## config.mk

```make
export PLATFORM = sky130hd
export DESIGN_NAME = ntp_reply_builder
export DESIGN_NICKNAME = d
export VERILOG_FILES = /design/src/core/ntp_reply_pkg.sv /design/src/core/ntp_reply_builder.sv /design/src/core/key_table.sv
export SDC_FILE = /design/constraint.sdc
export NUM_CORES = 2
export LEC_CHECK = 0
export BUFFER_PORTS_ARGS = -buffer_cell sky130_fd_sc_hd__buf_2
export CAP_MARGIN = 15
export CORE_MARGIN = 3
export CORE_UTILIZATION = 45
export CTS_CLUSTER_DIAMETER = 60
export DETAILED_ROUTE_END_ITERATION = 8
export SKIP_LAST_GASP = 1
export SLEW_MARGIN = 20
export SYNTH_ARGS = -nofsm -noshare
export SYNTH_HDL_FRONTEND = slang
export SYNTH_SLANG_ARGS = --single-unit
```

## constraint.sdc

```tcl
create_clock -name core_clk -period 12.4 [get_ports core_clk]
set_input_delay 1.24 -clock core_clk [delete_from_list [all_inputs] [get_ports core_clk]]
set_output_delay 1.24 -clock core_clk [all_outputs]
set_load 0.02 [all_outputs]
```

## src/core/ntp_reply_pkg.sv

```systemverilog
/*
  Shared constants for the time-protocol reply builder: message layout,
  fixed field values and authentication sizes.
  Assumes byte streams carry the message area starting right after the
  UDP header, most significant byte of each field first.
*/
package ntp_reply_pkg;
  // Message layout in bytes
  localparam int NTP_LEN    = 48;
  localparam int KEYID_POS  = 48;
  localparam int DIGEST_POS = 52;
  localparam int AUTH_LEN   = 68;
  localparam int XMIT_POS   = 40;
  localparam int KEY_BYTES  = 8;
  localparam int HASH_LEN   = KEY_BYTES + NTP_LEN;
  localparam int NUM_KEYS   = 4;
  localparam int TS_W       = 64;
  localparam int DIGEST_W   = 128;
  // Field codes
  localparam logic [1:0] LEAP_ALARM     = 2'h3;
  localparam logic [2:0] MODE_SERVER    = 3'h4;
  localparam logic [7:0] STRATUM_PRIME  = 8'h01;
  localparam logic [7:0] PRECISION_EXP  = 8'hED;
  localparam logic [31:0] ROOT_DIST     = 32'h0000_0000;
  localparam logic [31:0] ROOT_DISP     = 32'h0000_0000;
  localparam logic [31:0] REFID_SAT     = 32'h4750_5300;
  localparam logic [31:0] REFID_FREE    = 32'h4652_4545;
  // Bit positions in the first message byte
  localparam int LEAP_HI = 7;
  localparam int VER_HI  = 5;
  localparam int VER_LO  = 3;
  localparam int MODE_HI = 2;
endpackage

```

## src/core/ntp_reply_builder.sv

```systemverilog
/*
  Server reply builder for time-protocol requests: takes the request
  message bytes, checks optional keyed-digest credentials, then emits
  the filled reply, with a fresh digest when the request's digest checked out.
  Assumes the UDP stack strips headers, the digest engine sits outside
  behind the hash port, and time inputs are on core_clk.
*/
// Function
// Timestamps are 64-bit seconds.fraction since 1900
// Leap field codes none, 61s, 59s, alarm
// Alarm after power-on until first acquisition
// Timing parameter change raises alarm again
// Version copied from request
// Mode always server, clock never client-steered
// Stratum is one
// Poll copied from request
// Precision is minus nineteen
// Root distance always zero
// Reference id names selected source
// Reference stamp frozen while signal lost
// Receive stamp is request arrival time
// Transmit stamp is reply departure time
// Client fills originate stamp
// Digest is keyed hash, key first
// Four stored identifier and key pairs
// Valid credentials give signed reply
// Failed check gives unsigned reply
// Auth-only mode drops unauthenticated requests
// Signed reply carries full 16-byte digest
// Message area starts right after UDP header
// Digest covers key then reply fields
// Stamp receive early, transmit late
`timescale 1ns/1ps
module ntp_reply_builder
  import ntp_reply_pkg::*;
(
  // Clock and reset
  input  wire logic        core_clk,
  input  wire logic        rst,
  // Time base and timing source
  input  wire logic [63:0] local_time,
  input  wire logic [1:0]  leap_in,
  input  wire logic        timing_valid,
  input  wire logic        time_acquired,
  input  wire logic        param_change,
  input  wire logic        source_sat,
  // Configuration
  input  wire logic        auth_en,
  input  wire logic        auth_only,
  input  wire logic        key_load_valid,
  input  wire logic [1:0]  key_load_index,
  input  wire logic [31:0] key_load_id,
  input  wire logic [63:0] key_load_key,
  // Request bytes
  input  wire logic        rx_valid,
  input  wire logic [7:0]  rx_data,
  input  wire logic        rx_last,
  output logic             rx_ready,
  // Reply bytes
  output logic             tx_valid,
  output logic [7:0]       tx_data,
  output logic             tx_last,
  input  wire logic        tx_ready,
  // Digest engine
  output logic             hash_valid,
  output logic [7:0]       hash_data,
  output logic             hash_last,
  input  wire logic        hash_ready,
  input  wire logic        hash_done,
  input  wire logic [127:0] hash_digest,
  // Status
  output logic             alarm,
  output logic             drop_pulse,
  output logic             fail_pulse
);
  typedef enum logic [2:0] {
    ST_IDLE, ST_RECV, ST_DECIDE, ST_HASH, ST_HWAIT, ST_SEND
  } state_e;

  state_e         state;
  logic [7:0]     req [AUTH_LEN];
  logic [6:0]     rx_cnt;
  logic [6:0]     cnt;
  logic [6:0]     tx_idx;
  logic [6:0]     tx_len;
  logic           signing;
  logic           signed_reply;
  logic [63:0]    ref_ts;
  logic [63:0]    ref_snap;
  logic [63:0]    rx_ts;
  logic [63:0]    tx_ts;
  logic [127:0]   sign_digest;
  logic [383:0]   reply_vec;
  logic [543:0]   frame_vec;
  logic [31:0]    req_keyid;
  logic [63:0]    req_orig;
  logic [127:0]   req_digest;
  logic           key_hit;
  logic [63:0]    key;
  logic [7:0]     hash_byte;
  logic           rx_take;

  function automatic logic [63:0] get64(input int base);
    logic [63:0] v;
    v = 64'h0;
    for (int i = 0; i < 8; i++) begin
      v = {v[55:0], req[base + i]};
    end
    return v;
  endfunction

  key_table #(
    .ENTRIES    (NUM_KEYS)
  ) u_keys (
    .core_clk   (core_clk),
    .rst        (rst),
    .load_valid (key_load_valid),
    .load_index (key_load_index),
    .load_id    (key_load_id),
    .load_key   (key_load_key),
    .look_id    (req_keyid),
    .look_hit   (key_hit),
    .look_key   (key)
  );

  // Byte accepted from the request stream
  assign rx_take    = rx_valid && rx_ready;

  // Request fields and reply image; process reruns on any request byte
  always_comb begin
    req_keyid  = 32'(get64(KEYID_POS - 4));
    req_orig   = get64(XMIT_POS);
    req_digest = {get64(DIGEST_POS), get64(DIGEST_POS + 8)};
    reply_vec = {alarm ? LEAP_ALARM : leap_in,
                 req[0][VER_HI:VER_LO],
                 MODE_SERVER,
                 STRATUM_PRIME,
                 req[2],
                 PRECISION_EXP,
                 ROOT_DIST,
                 ROOT_DISP,
                 source_sat ? REFID_SAT : REFID_FREE,
                 ref_snap, req_orig, rx_ts, tx_ts}; // see R1
    frame_vec = {reply_vec, req_keyid, sign_digest};
  end

  // Hash input: secret key first, then the request being checked or the reply being signed
  always_comb begin
    if (cnt < 7'(KEY_BYTES)) begin
      hash_byte = key[8 * (KEY_BYTES - 1 - int'(cnt)) +: 8];
    end else if (signing) begin
      hash_byte = reply_vec[8 * (HASH_LEN - 1 - int'(cnt)) +: 8];
    end else begin
      hash_byte = req[int'(cnt) - KEY_BYTES];
    end
  end

  // Alarm from power-on and on parameter change until acquisition
  always_ff @(posedge core_clk) begin
    if (rst) begin
      alarm <= 1'b1;
    end else if (param_change) begin
      alarm <= 1'b1;
    end else if (time_acquired) begin
      alarm <= 1'b0;
    end
  end

  // Reference stamp follows time only while the signal is valid
  always_ff @(posedge core_clk) begin
    if (rst) begin
      ref_ts <= 64'h0;
    end else if (timing_valid) begin
      ref_ts <= local_time;
    end
  end

  // Request capture and arrival stamp
  always_ff @(posedge core_clk) begin
    if (rst) begin
      rx_cnt <= 7'h0;
      rx_ts  <= 64'h0;
    end else if (rx_take) begin
      if (state == ST_IDLE) begin
        rx_ts  <= local_time; // see R13
        rx_cnt <= 7'h1;
      end else if (rx_cnt != 7'h7F) begin
        rx_cnt <= rx_cnt + 7'h1;
      end
    end
  end

  for (genvar b = 0; b < AUTH_LEN; b++) begin : g_req
    always_ff @(posedge core_clk) begin
      if (rst) begin
        req[b] <= 8'h00;
      end else if (rx_take && (state == ST_IDLE ? b == 0
                   : state == ST_RECV && rx_cnt == 7'(b))) begin
        req[b] <= rx_data;
      end
    end
  end

  // Sequencer: receive, decide, hash, send
  always_ff @(posedge core_clk) begin
    if (rst) begin
      state        <= ST_IDLE;
      rx_ready     <= 1'b0;
      cnt          <= 7'h0;
      signing      <= 1'b0;
      signed_reply <= 1'b0;
      tx_len       <= 7'(NTP_LEN);
      tx_ts        <= 64'h0;
      sign_digest  <= 128'h0;
      drop_pulse   <= 1'b0;
      fail_pulse   <= 1'b0;
      hash_valid   <= 1'b0;
      hash_data    <= 8'h00;
      hash_last    <= 1'b0;
    end else begin
      drop_pulse <= 1'b0;
      fail_pulse <= 1'b0;
      unique case (state)
        ST_IDLE: begin
          rx_ready <= 1'b1;
          if (rx_take) begin
            state <= rx_last ? ST_DECIDE : ST_RECV;
            rx_ready <= !rx_last;
          end
        end
        ST_RECV: begin
          if (rx_take && rx_last) begin
            state    <= ST_DECIDE;
            rx_ready <= 1'b0;
          end
        end
        ST_DECIDE: begin
          cnt          <= 7'h0;
          signing      <= 1'b0;
          signed_reply <= 1'b0;
          tx_len       <= 7'(NTP_LEN);
          ref_snap     <= ref_ts;
          if (rx_cnt < 7'(NTP_LEN)) begin
            state <= ST_IDLE;
            drop_pulse <= 1'b1;
          end else if (!auth_en) begin
            state <= ST_SEND;
            tx_ts <= local_time; // see R14
          end else if (rx_cnt == 7'(AUTH_LEN) && key_hit) begin
            state <= ST_HASH;
          end else if (auth_only) begin
            state <= ST_IDLE;
            drop_pulse <= 1'b1;
            fail_pulse <= 1'b1;
          end else begin
            state <= ST_SEND;
            fail_pulse <= 1'b1;
            tx_ts <= local_time;
          end
        end
        ST_HASH: begin
          if (!hash_valid || hash_ready) begin
            if (cnt < 7'(HASH_LEN)) begin
              hash_valid <= 1'b1;
              hash_data  <= hash_byte;
              hash_last  <= cnt == 7'(HASH_LEN - 1);
              cnt        <= cnt + 7'h1;
            end else begin
              hash_valid <= 1'b0;
              hash_last  <= 1'b0;
              state      <= ST_HWAIT;
            end
          end
        end
        ST_HWAIT: begin
          if (hash_done) begin
            cnt <= 7'h0;
            if (signing) begin
              sign_digest  <= hash_digest;
              signed_reply <= 1'b1;
              tx_len       <= 7'(AUTH_LEN);
              state        <= ST_SEND;
            end else if (hash_digest == req_digest) begin
              signing <= 1'b1;
              tx_ts   <= local_time; // see R14
              state   <= ST_HASH;
            end else if (auth_only) begin
              state <= ST_IDLE;
              drop_pulse <= 1'b1;
              fail_pulse <= 1'b1;
            end else begin
              state <= ST_SEND;
              fail_pulse <= 1'b1;
              tx_ts <= local_time;
            end
          end
        end
        ST_SEND: begin
          if (tx_valid && tx_ready && tx_last) begin
            state    <= ST_IDLE;
            rx_ready <= 1'b1;
          end
        end
      endcase
    end
  end

  // Reply output register; stalls on tx_ready
  always_ff @(posedge core_clk) begin
    if (rst) begin
      tx_valid <= 1'b0;
      tx_data  <= 8'h00;
      tx_last  <= 1'b0;
      tx_idx   <= 7'h0;
    end else if (!tx_valid || tx_ready) begin
      if (state == ST_SEND && !(tx_valid && tx_last)
          && (!tx_valid || tx_idx < tx_len - 7'h1)) begin
        tx_valid <= 1'b1;
        tx_idx   <= tx_valid ? tx_idx + 7'h1 : 7'h0;
        tx_data  <= frame_vec[8 * (AUTH_LEN - 1
                     - int'(tx_valid ? tx_idx + 7'h1 : 7'h0)) +: 8];
        tx_last  <= (tx_valid ? tx_idx + 7'h1 : 7'h0) == tx_len - 7'h1;
      end else begin
        tx_valid <= 1'b0;
        tx_last  <= 1'b0;
      end
    end
  end

  // Checks on leap, fixed fields, stamps and authentication
  a_alarm_at_reset: assert property (@(posedge core_clk)
    $fell(rst) |-> alarm)
    else $error("alarm not set after reset");
  a_alarm_on_change: assert property (@(posedge core_clk) disable iff (rst)
    param_change |=> alarm ##0 reply_vec[383:382] == LEAP_ALARM)
    else $error("parameter change did not raise alarm");
  a_alarm_clears: assert property (@(posedge core_clk) disable iff (rst)
    time_acquired && !param_change |=> !alarm)
    else $error("alarm stuck after acquisition");
  a_mode_server: assert property (@(posedge core_clk) disable iff (rst)
    tx_valid && tx_idx == 7'h0 |-> tx_data[MODE_HI:0] == MODE_SERVER)
    else $error("mode field not server");
  a_stratum_one: assert property (@(posedge core_clk) disable iff (rst)
    tx_valid && tx_idx == 7'h1 |-> tx_data == STRATUM_PRIME)
    else $error("stratum not one");
  a_precision_val: assert property (@(posedge core_clk) disable iff (rst)
    tx_valid && tx_idx == 7'h3 |-> tx_data == PRECISION_EXP)
    else $error("precision wrong");
  a_ref_frozen: assert property (@(posedge core_clk) disable iff (rst)
    !timing_valid |=> $stable(ref_ts))
    else $error("reference stamp moved without signal");
  a_rx_stamp: assert property (@(posedge core_clk) disable iff (rst)
    rx_take && state == ST_IDLE |=> rx_ts == $past(local_time))
    else $error("receive stamp not taken at first byte");
  a_drop_auth: assert property (@(posedge core_clk) disable iff (rst)
    drop_pulse && rx_cnt >= 7'(NTP_LEN) |-> $past(auth_only))
    else $error("drop without authentication-only");
  a_signed_len: assert property (@(posedge core_clk) disable iff (rst)
    tx_valid && tx_last |-> tx_idx == tx_len - 7'h1
    ##0 (tx_len == 7'(AUTH_LEN)) == signed_reply)
    else $error("reply length does not match signing");

  c_plain_reply: cover property (@(posedge core_clk) disable iff (rst)
    tx_valid && tx_last && !signed_reply);
  c_signed_reply: cover property (@(posedge core_clk) disable iff (rst)
    tx_valid && tx_last && signed_reply);
  c_dropped: cover property (@(posedge core_clk) disable iff (rst)
    drop_pulse && auth_only);
  c_fail_plain: cover property (@(posedge core_clk) disable iff (rst)
    fail_pulse && !auth_only);
endmodule

```

## src/core/key_table.sv

```systemverilog
/*
  Key identifier and secret key store with a parallel lookup.
  Assumes the non-volatile copy is loaded into it after reset over the
  load port; identifier zero never matches.
*/
`timescale 1ns/1ps
module key_table
  import ntp_reply_pkg::*;
#(
  parameter int ENTRIES = NUM_KEYS
) (
  // Clock and reset
  input  wire logic        core_clk,
  input  wire logic        rst,
  // Loading
  input  wire logic        load_valid,
  input  wire logic [1:0]  load_index,
  input  wire logic [31:0] load_id,
  input  wire logic [63:0] load_key,
  // Lookup
  input  wire logic [31:0] look_id,
  output logic             look_hit,
  output logic [63:0]      look_key
);
  logic [31:0]        ids [ENTRIES];
  logic [63:0]        keys [ENTRIES];
  logic [ENTRIES-1:0] match;

  // One storage slot and comparator per entry
  for (genvar i = 0; i < ENTRIES; i++) begin : g_ent
    always_ff @(posedge core_clk) begin
      if (rst) begin
        ids[i]  <= 32'h0000_0000;
        keys[i] <= 64'h0;
      end else if (load_valid && load_index == 2'(i)) begin
        ids[i]  <= load_id;
        keys[i] <= load_key;
      end
    end
    assign match[i] = (look_id != 32'h0) && (ids[i] == look_id);
  end

  // Lowest matching entry wins
  always_comb begin
    look_hit = |match;
    look_key = 64'h0;
    for (int j = ENTRIES - 1; j >= 0; j--) begin
      if (match[j]) begin
        look_key = keys[j];
      end
    end
  end
endmodule

```

# Yosys cells after proc, flatten, opt, wreduce, memory -nomap -nowiden
# Memories as Yosys holds them, arrays and structs flattened.
# Cells that the tools add are included.
[totals] memories=3 out_inout_bits=24 register_bits=440 latchBits=0 mem_bits_ro=0 word_cells=824 ramBits=928 inputBits=314
[classes] magnitude_cmp=4 reduce_logical=182 muxes=430 shifts=3 eq_ne=95 multipliers=0 n_div=0 bitwise=77 add_sub_neg=9
[memory_table] memory="req" depth=68 width=8 rd=31 rd_ports_with_merged_regs=0 wr=68 line_no="ntp_reply_builder.sv:81" source="logic [7:0] req [AUTH_LEN];"
[memory_table] memory="u_keys.keys" depth=4 width=64 rd=4 rd_ports_with_merged_regs=0 wr=4 line_no="key_table.sv:26" source="logic [63:0] keys [ENTRIES];"
[memory_table] memory="u_keys.ids" depth=4 width=32 rd=4 rd_ports_with_merged_regs=0 wr=4 line_no="key_table.sv:25" source="logic [31:0] ids [ENTRIES];"
[ops] operator="two-way mux 64 bit" count=15
[ops] operator="two-way mux 8 bit" count=71
[ops] operator="variable part select 544 x 12 -> 8 bit" count=1
[ops] operator="variable part select 384 x 11 -> 8 bit" count=1
[ops] operator="two-way mux 1 bit" count=309
[ops] operator="== test 7 x 6 -> 1 bit, second input constant" count=33
[ops] operator="logical AND 1 bit" count=152
[ops] operator="== test 128 bit" count=1
[ops] operator="== test 32 bit" count=4
[ops] operator="two-way mux 32 bit" count=4
[ops] operator="case mux 64 bit (2 select lines)" count=1
[ops] operator="== test 7 x 5 -> 1 bit, second input constant" count=16
[ops] operator="OR 1 bit" count=76
[ops] operator="variable part select 64 x 11 -> 8 bit" count=1
[ops] operator="== test 7 x 4 -> 1 bit, second input constant" count=8
[ops] operator="two-way mux 7 bit" count=8
[ops] operator="two-way mux 3 bit" count=12
[ops] operator="== test 7 bit, second input constant" count=5
[ops] operator="nonzero test 32 bit" count=1
[ops] operator="== test 7 x 3 -> 1 bit, second input constant" count=4
[ops] operator="two-way mux 25 bit" count=1
[ops] operator="adder 7 x 1 -> 7 bit, second input constant" count=3
[ops] operator="case mux 7 bit (3 select lines)" count=1
[ops] operator="inequality test 2 bit, second input constant" count=9
[ops] operator="40 further kinds" count=63

# Depth between registers and ports, before layout
# An unclocked memory read counts as a cell.
[depth] depth_word=9 mapped_depth=19 ltp_nobuf=13

# Hierarchy
# Synthesis repeated with hierarchy kept, for this count alone.
[unflattened] cells_unflattened=5821 hier_area_um2=67811.3
[by_module_without_submodules] module="ntp_reply_builder" cells_per_inst=4300 seq_area_each_um2=25684.6 instances=1 area_each_um2=49032.0
[by_module_without_submodules] module="key_table" cells_per_inst=1521 seq_area_each_um2=11531.1 instances=1 area_each_um2=18779.3

# Least setup slack after synthesis
# No wires, ideal clock.
[synth_timing] path_kind="input-to-reg" from="input key_load_index[0]" to="memory u_keys.ids[2][0] (netlist: u_keys.ids[1][0]) (enable)" setup_time_ns=0.683 n_path_buf=0 cell_stages=2 t_arrival_ns=8.145 path_slack_ns=3.572 t_required_ns=11.717 cell_sequence="nand2b_1 o21ai_0"
[synth_lines] item="from (decl)" line_no="ntp_reply_builder.sv:51" source="input wire logic [1:0] key_load_index,"
[synth_lines] item="to (decl)" line_no="key_table.sv:25"

# Worst setup path after layout
[layout_timing] from="register tx_idx[1]" to="register tx_data[0]"
[layout_via] elab_chain_len=4 elab_cells_between_ends=8 classes_between="add/sub: 2; order compare: 1; shift: 1; mux: 1; reduce/logical: 3"
[layout_lines] item="from (decl)" line_no="ntp_reply_builder.sv:84" source="logic [6:0] tx_idx;"
[layout_lines] item="from (signal assigned)" line_no="ntp_reply_builder.sv:319" source="tx_idx <= tx_valid ? tx_idx + 7'h1 : 7'h0;"
[layout_lines] item="adder 7 x 1 -> 8 bit or less-than comparator 7 bit (tied branches)" line_no="ntp_reply_builder.sv:321, ntp_reply_builder.sv:317"
[layout_lines] item="two-way mux 8 bit or logical OR 1 bit (tied branches)" line_no="ntp_reply_builder.sv:321, ntp_reply_builder.sv:317"
[layout_lines] item="subtractor 7 x 8 -> 9 bit or logical AND 1 bit (tied branches)" line_no="ntp_reply_builder.sv:321, ntp_reply_builder.sv:317"
[layout_lines] item="variable part select 544 x 12 -> 8 bit or AND reduction 2 bit (tied branches)"
[layout_lines] item="to (signal assigned)" line_no="ntp_reply_builder.sv:320" source="tx_data <= frame_vec[8 * (AUTH_LEN - 1"
[layout_lines] item="to (decl)" line_no="ntp_reply_builder.sv:61" source="output logic [7:0] tx_data,"
# Several ways; a longest one is shown, not always the timed one.
# A chain may end at the register's enable or synchronous reset.

==> results.md <==
| Step | Item | Value |
|:---|:---|:---|
| clock tree | TritonCTS clock tree | done |
| place | Sum of net half-perimeters after detailed placement | 182000 µm |
| floorplan | Horizontal extent of the die | 393 µm |
| timing | Maximum operating frequency | 174 MHz |
| worst setup path | Critical setup path kind | flip-flop to flip-flop |
| power | Internal Dissipation | 0.00848 W |
| power | Leakage power | 26.2 nW |
| floorplan | Floorplan die height | 393 µm |
| finish | Area overhead of the layout relative to synthesis | 12.0% |
| drt | WL per Instance | 32.3 µm |
| finish | Post-route design area | 0.0755 mm² |
| grt | Total gr overflow | 0 |
| floorplan | Floorplan die area | 0.154 mm² |
| clock tree | Clock Tree Root | clkbuf_16 |
| finish | Final Instance Count excl. Fillers | 7957 |
| worst setup path | Setup slack of the most critical reg-to-reg path | 6660 ps |
| power | Reported net switching power | 0.00335 W |
| grt | Initial antenna violation count | 45 |
| drt | Drt drc | 0 |
| timing | Final-layout setup total negative slack | 0 ps |
| synth | Flip-flop cell with the highest count after synthesis | edfxtp_1 |
| clock tree | Sink count of the clock tree | 1363 |
| floorplan | Number of placed I/O pins | 338 |
| clock tree | Number of buffers added to fix hold violations after cts | 0 |
| worst setup path | Required time of the critical path | 13130 ps |
| power | Clk network pwr share | 38.7% |
| clock tree | Buffer levels on the longest clock path | 3 |
| floorplan | CORE AREA | 0.148 mm² |
| timing | Final worst path period share | 46.3% |
| place | Area of placed instances | 0.0703 mm² |
| clock tree | TritonCTS buffer count | 154 |
| clock tree | Skew-Pair Late Insertion Delay | 800 ps |
| power | Net switching fraction of the power | 28.3% |
| drt | 1st-pass router iterations | 7 |
| worst setup path | Critical Path AT | 6470 ps |
| timing | Fin crit period | 5740 ps |
| floorplan | Starting density of the core | 45.5% |
| power | Worst IR Drop VDD | 0.000140 V |
| clock tree | CTS H-tree lvls | 4 |
| synth | Mean post-synth cell area | 11.8 µm² |
| worst setup path | Reg2Reg Launch Point | tx_idx[1] |
| outcome | Outcome | completed |
| synth | Count of warnings emitted by yosys | 0 |
| timing | Final setup fails | 0 |
| synth | Top cells by area in the synthesized netlist | edfxtp_1 44%, dfxtp_1 11%, and2_1 8.7% |
| timing | Max-slew headroom at the worst pin | 19.7% |
| synth | Number of synthesized register bits | 1363 |
| place | # port buffers | 337 |
| worst setup path | Timing endpoint of the critical path | tx_data[0] |
| worst setup path | Critical path launch point | tx_idx[1] |
| run | Max-cap violation count | 0 |
| drt | Wirelength, routed | 257000 µm |
| timing | Max-slew violations | 0 |
| clock tree | Resized Gates After CTS | 0 |
| drt | Routed via count divided by cell count | 6.28 |
| worst setup path | Largest fanout on the critical path | 37 |
| power | PwrDens | 157 mW/mm² |
| grt | Global-route wire length before repair | 359000 µm |
| drt | Number of DRC markers in iteration 0 | 6928 |
| grt | Total global-route track usage | 32.7% |
| timing | Worst Skew | 45.8 ps |
| synth | EDFF count, synth | 992 |
| clock tree | Buffers inserted by post-CTS timing repair | 0 |
| place | Gpl congestion | 1.02 |
| power | Total power | 0.0118 W |
| synth | Sequential area share after synthesis | 55.2% |
| clock tree | Clock transition at the registers of the reported paths | 60 ps |
| drt | Via count | 49900 |
| finish | Fraction of final layout cells sized beyond drive strength 1 | 16.5% |
| synth | Post-Syn Nets | 6054 |
| grt | Largest net degree at the start of global routing | 201 |
| worst setup path | Worst reg2reg path endpoint | tx_data[0] |
| worst setup path | Register-to-Register Path Depth | 16 |
| floorplan | Standard-cell row count | 141 |
| timing | Measured slew at the worst slew-check pin | 1190 ps |
| worst setup path | Category of the worst setup path launch point | flip-flop |
| worst hold path | Kind of path behind the tightest hold check | flip-flop to flip-flop |
| synth | Number of instances in the synthesized netlist | 5722 |
| finish | Core occupancy in the finished layout | 50.9% |
| synth | Fraction of synthesis flops using an asynchronous set or reset pin | 0% |
| grt | Number of global-route vias before repair | 46600 |
| worst setup path | CP Capture Type | flip-flop |
| power | Fraction of power consumed by sequential logic | 45.8% |
| power | Relative contribution of combinational cells to total power | 15.6% |
| timing | Unrepaired setup endpoints after global routing | no |
| timing | Number of failing hold endpoints at the final stage | 0 |
| synth | Area fraction of the dominant cell type after synthesis | 44.2% |
| finish | Number of nets in the finished design | 6208 |
| place | Placed Instances | 7650 |
| synth | Synth area leader | edfxtp_1 |
| synth | Netlist cell types | 107 |
| synth | Post-synth design cell area | 0.0674 mm² |
| drt | Detail Route Antenna Nets | 0 |
-- registers in the layout, summed over array words and instances (netlist names), 2 cells and up --
signal       flops
cnt              7
hash_data        8
ref_snap        64
ref_ts          64
req            544
rx_cnt           7
rx_ts           64
sign_digest    128
state            3
tx_data          8
tx_idx           7
tx_len           2
tx_ts           64
u_keys.ids     128
u_keys.keys    256
-- synthesized netlist by cell type (13+ instances only) --
master and n:
edfxtp_1 992, o22ai_1 62, a22oi_1 56, nand2_1 596, inv_1 35, dfxtp_1 371
o21ai_0 138, and3_1 24, buf_1 44, xor2_1 155, xnor2_1 111, clkbuf_1 268
or3_1 13, a221o_1 15, nor2b_1 16, a31oi_1 33, o221ai_1 20, nor2_1 331
o211ai_1 18, nand3_1 80, and2_1 941, nor4_1 63, mux4_2 231, buf_6 27
o31ai_1 18, a211oi_1 23, nand4_1 50, buf_4 27, a221oi_1 105, ha_1 18
a21oi_1 271, nand2b_1 13, buf_2 68, mux2i_1 196, nor3_1 64
-- worst min-delay path by stage --
stage                   end  slack (ps)  cells past startpoint       start
2_1_floorplan   ref_snap[0]         410                      0   ref_ts[0]
3_3_place_gp   ref_snap[39]         410                      0  ref_ts[39]
3_5_place_dp    ref_snap[0]         410                      0   ref_ts[0]
4_1_cts        ref_snap[60]         430                      0  ref_ts[60]
5_1_grt        ref_snap[61]         430                      0  ref_ts[61]
6_report       ref_snap[35]         420                      0  ref_ts[35]
-- cell usage in the layout, fill, tap and decap left out, drive strengths merged, types with 16 or more instances in the layout --
master,count
edfxtp,992
and2,942
nand2,598
buf,441
dfxtp,371
nor2,333
a21oi,273
mux4,231
clkbuf,216
mux2i,196
xor2,156
o21ai,145
xnor2,111
a221oi,105
nand3,81
nor4,74
nor3,67
o22ai,63
a22oi,56
nand4,53
inv,48
clkinv,43
a31oi,33
and3,24
a211oi,24
diode,23
o221ai,21
o31ai,20
o211ai,18
ha,18
nor2b,16
-- per-stage QoR --
stage | worst slack [ps] | hold WS (ps)
finish | 6660 | 422
global route | 6690 | 433
CTS | 6900 | 426
detailed placement | 6910 | 414
global placement | 6880 | 411
floorplan | 3570 | 408
-- worst max-delay path, stage by stage, from the launching register on --
cell and delay, ps:
dfxtp_1 570, ha_1 410, xor2_1 100, and2_1 180, inv_1 50, buf_4 360, ha_1 270, inv_1 160
o221ai_4 220, buf_4 340, and2_2 640, buf_4 610, a221oi_1 190, o311ai_0 1050, nand3_1 200, o211a_1 170
o21ai_1 100
-- power by group through the flow --
| stage | logic [W] | registers (W) | clock network (W) |
|---|---|---|---|
| floorplan | 0.00123 | 0.00538 | 0 |
| global placement | 0.00181 | 0.00549 | 0 |
| detailed placement | 0.00181 | 0.00550 | 0 |
| CTS | 0.00182 | 0.00540 | 0.00462 |
| global route | 0.00193 | 0.00543 | 0.00480 |
| finish | 0.00184 | 0.00541 | 0.00457 |
-- layout make-up --
class	count	area, µm²
tap	1930	2410
inverter	38	143
antenna	23	57.6
timing repair buffer	441	2530
fill	13200	72700
clock inverter	68	806
sequential	1363	37200
clock buffer	216	4270
multi-input combinational	3878	28000
-- layer usage --
layer,vias to the layer above,global-route usage [%],wire length [µm]
met4,20,13.0,10800
met3,521,7.56,26800
met2,2912,48.9,115000
li1,21300,-,-
met5,-,0,115
met1,25200,46.2,104000
-- kinds of logic (layout without fill, tap and decap cells) --
kind of cell             count (synthesis)  after routing  share of synthesized area (%)
AO/OA/AOI/OAI                          903            903                           9.12
XOR/XNOR                               267            267                           3.48
adder cells (fa/ha/maj)                 18             18                          0.334
buffers and inverters                  481            763                           3.44
flip-flops                            1363           1363                           55.2
multiplexers                           434            434                           10.7
other                                    0             23                              0
AND/OR/NAND/NOR                       2256           2256                           17.6
Note: power is estimated with default switching activity, not from simulation.
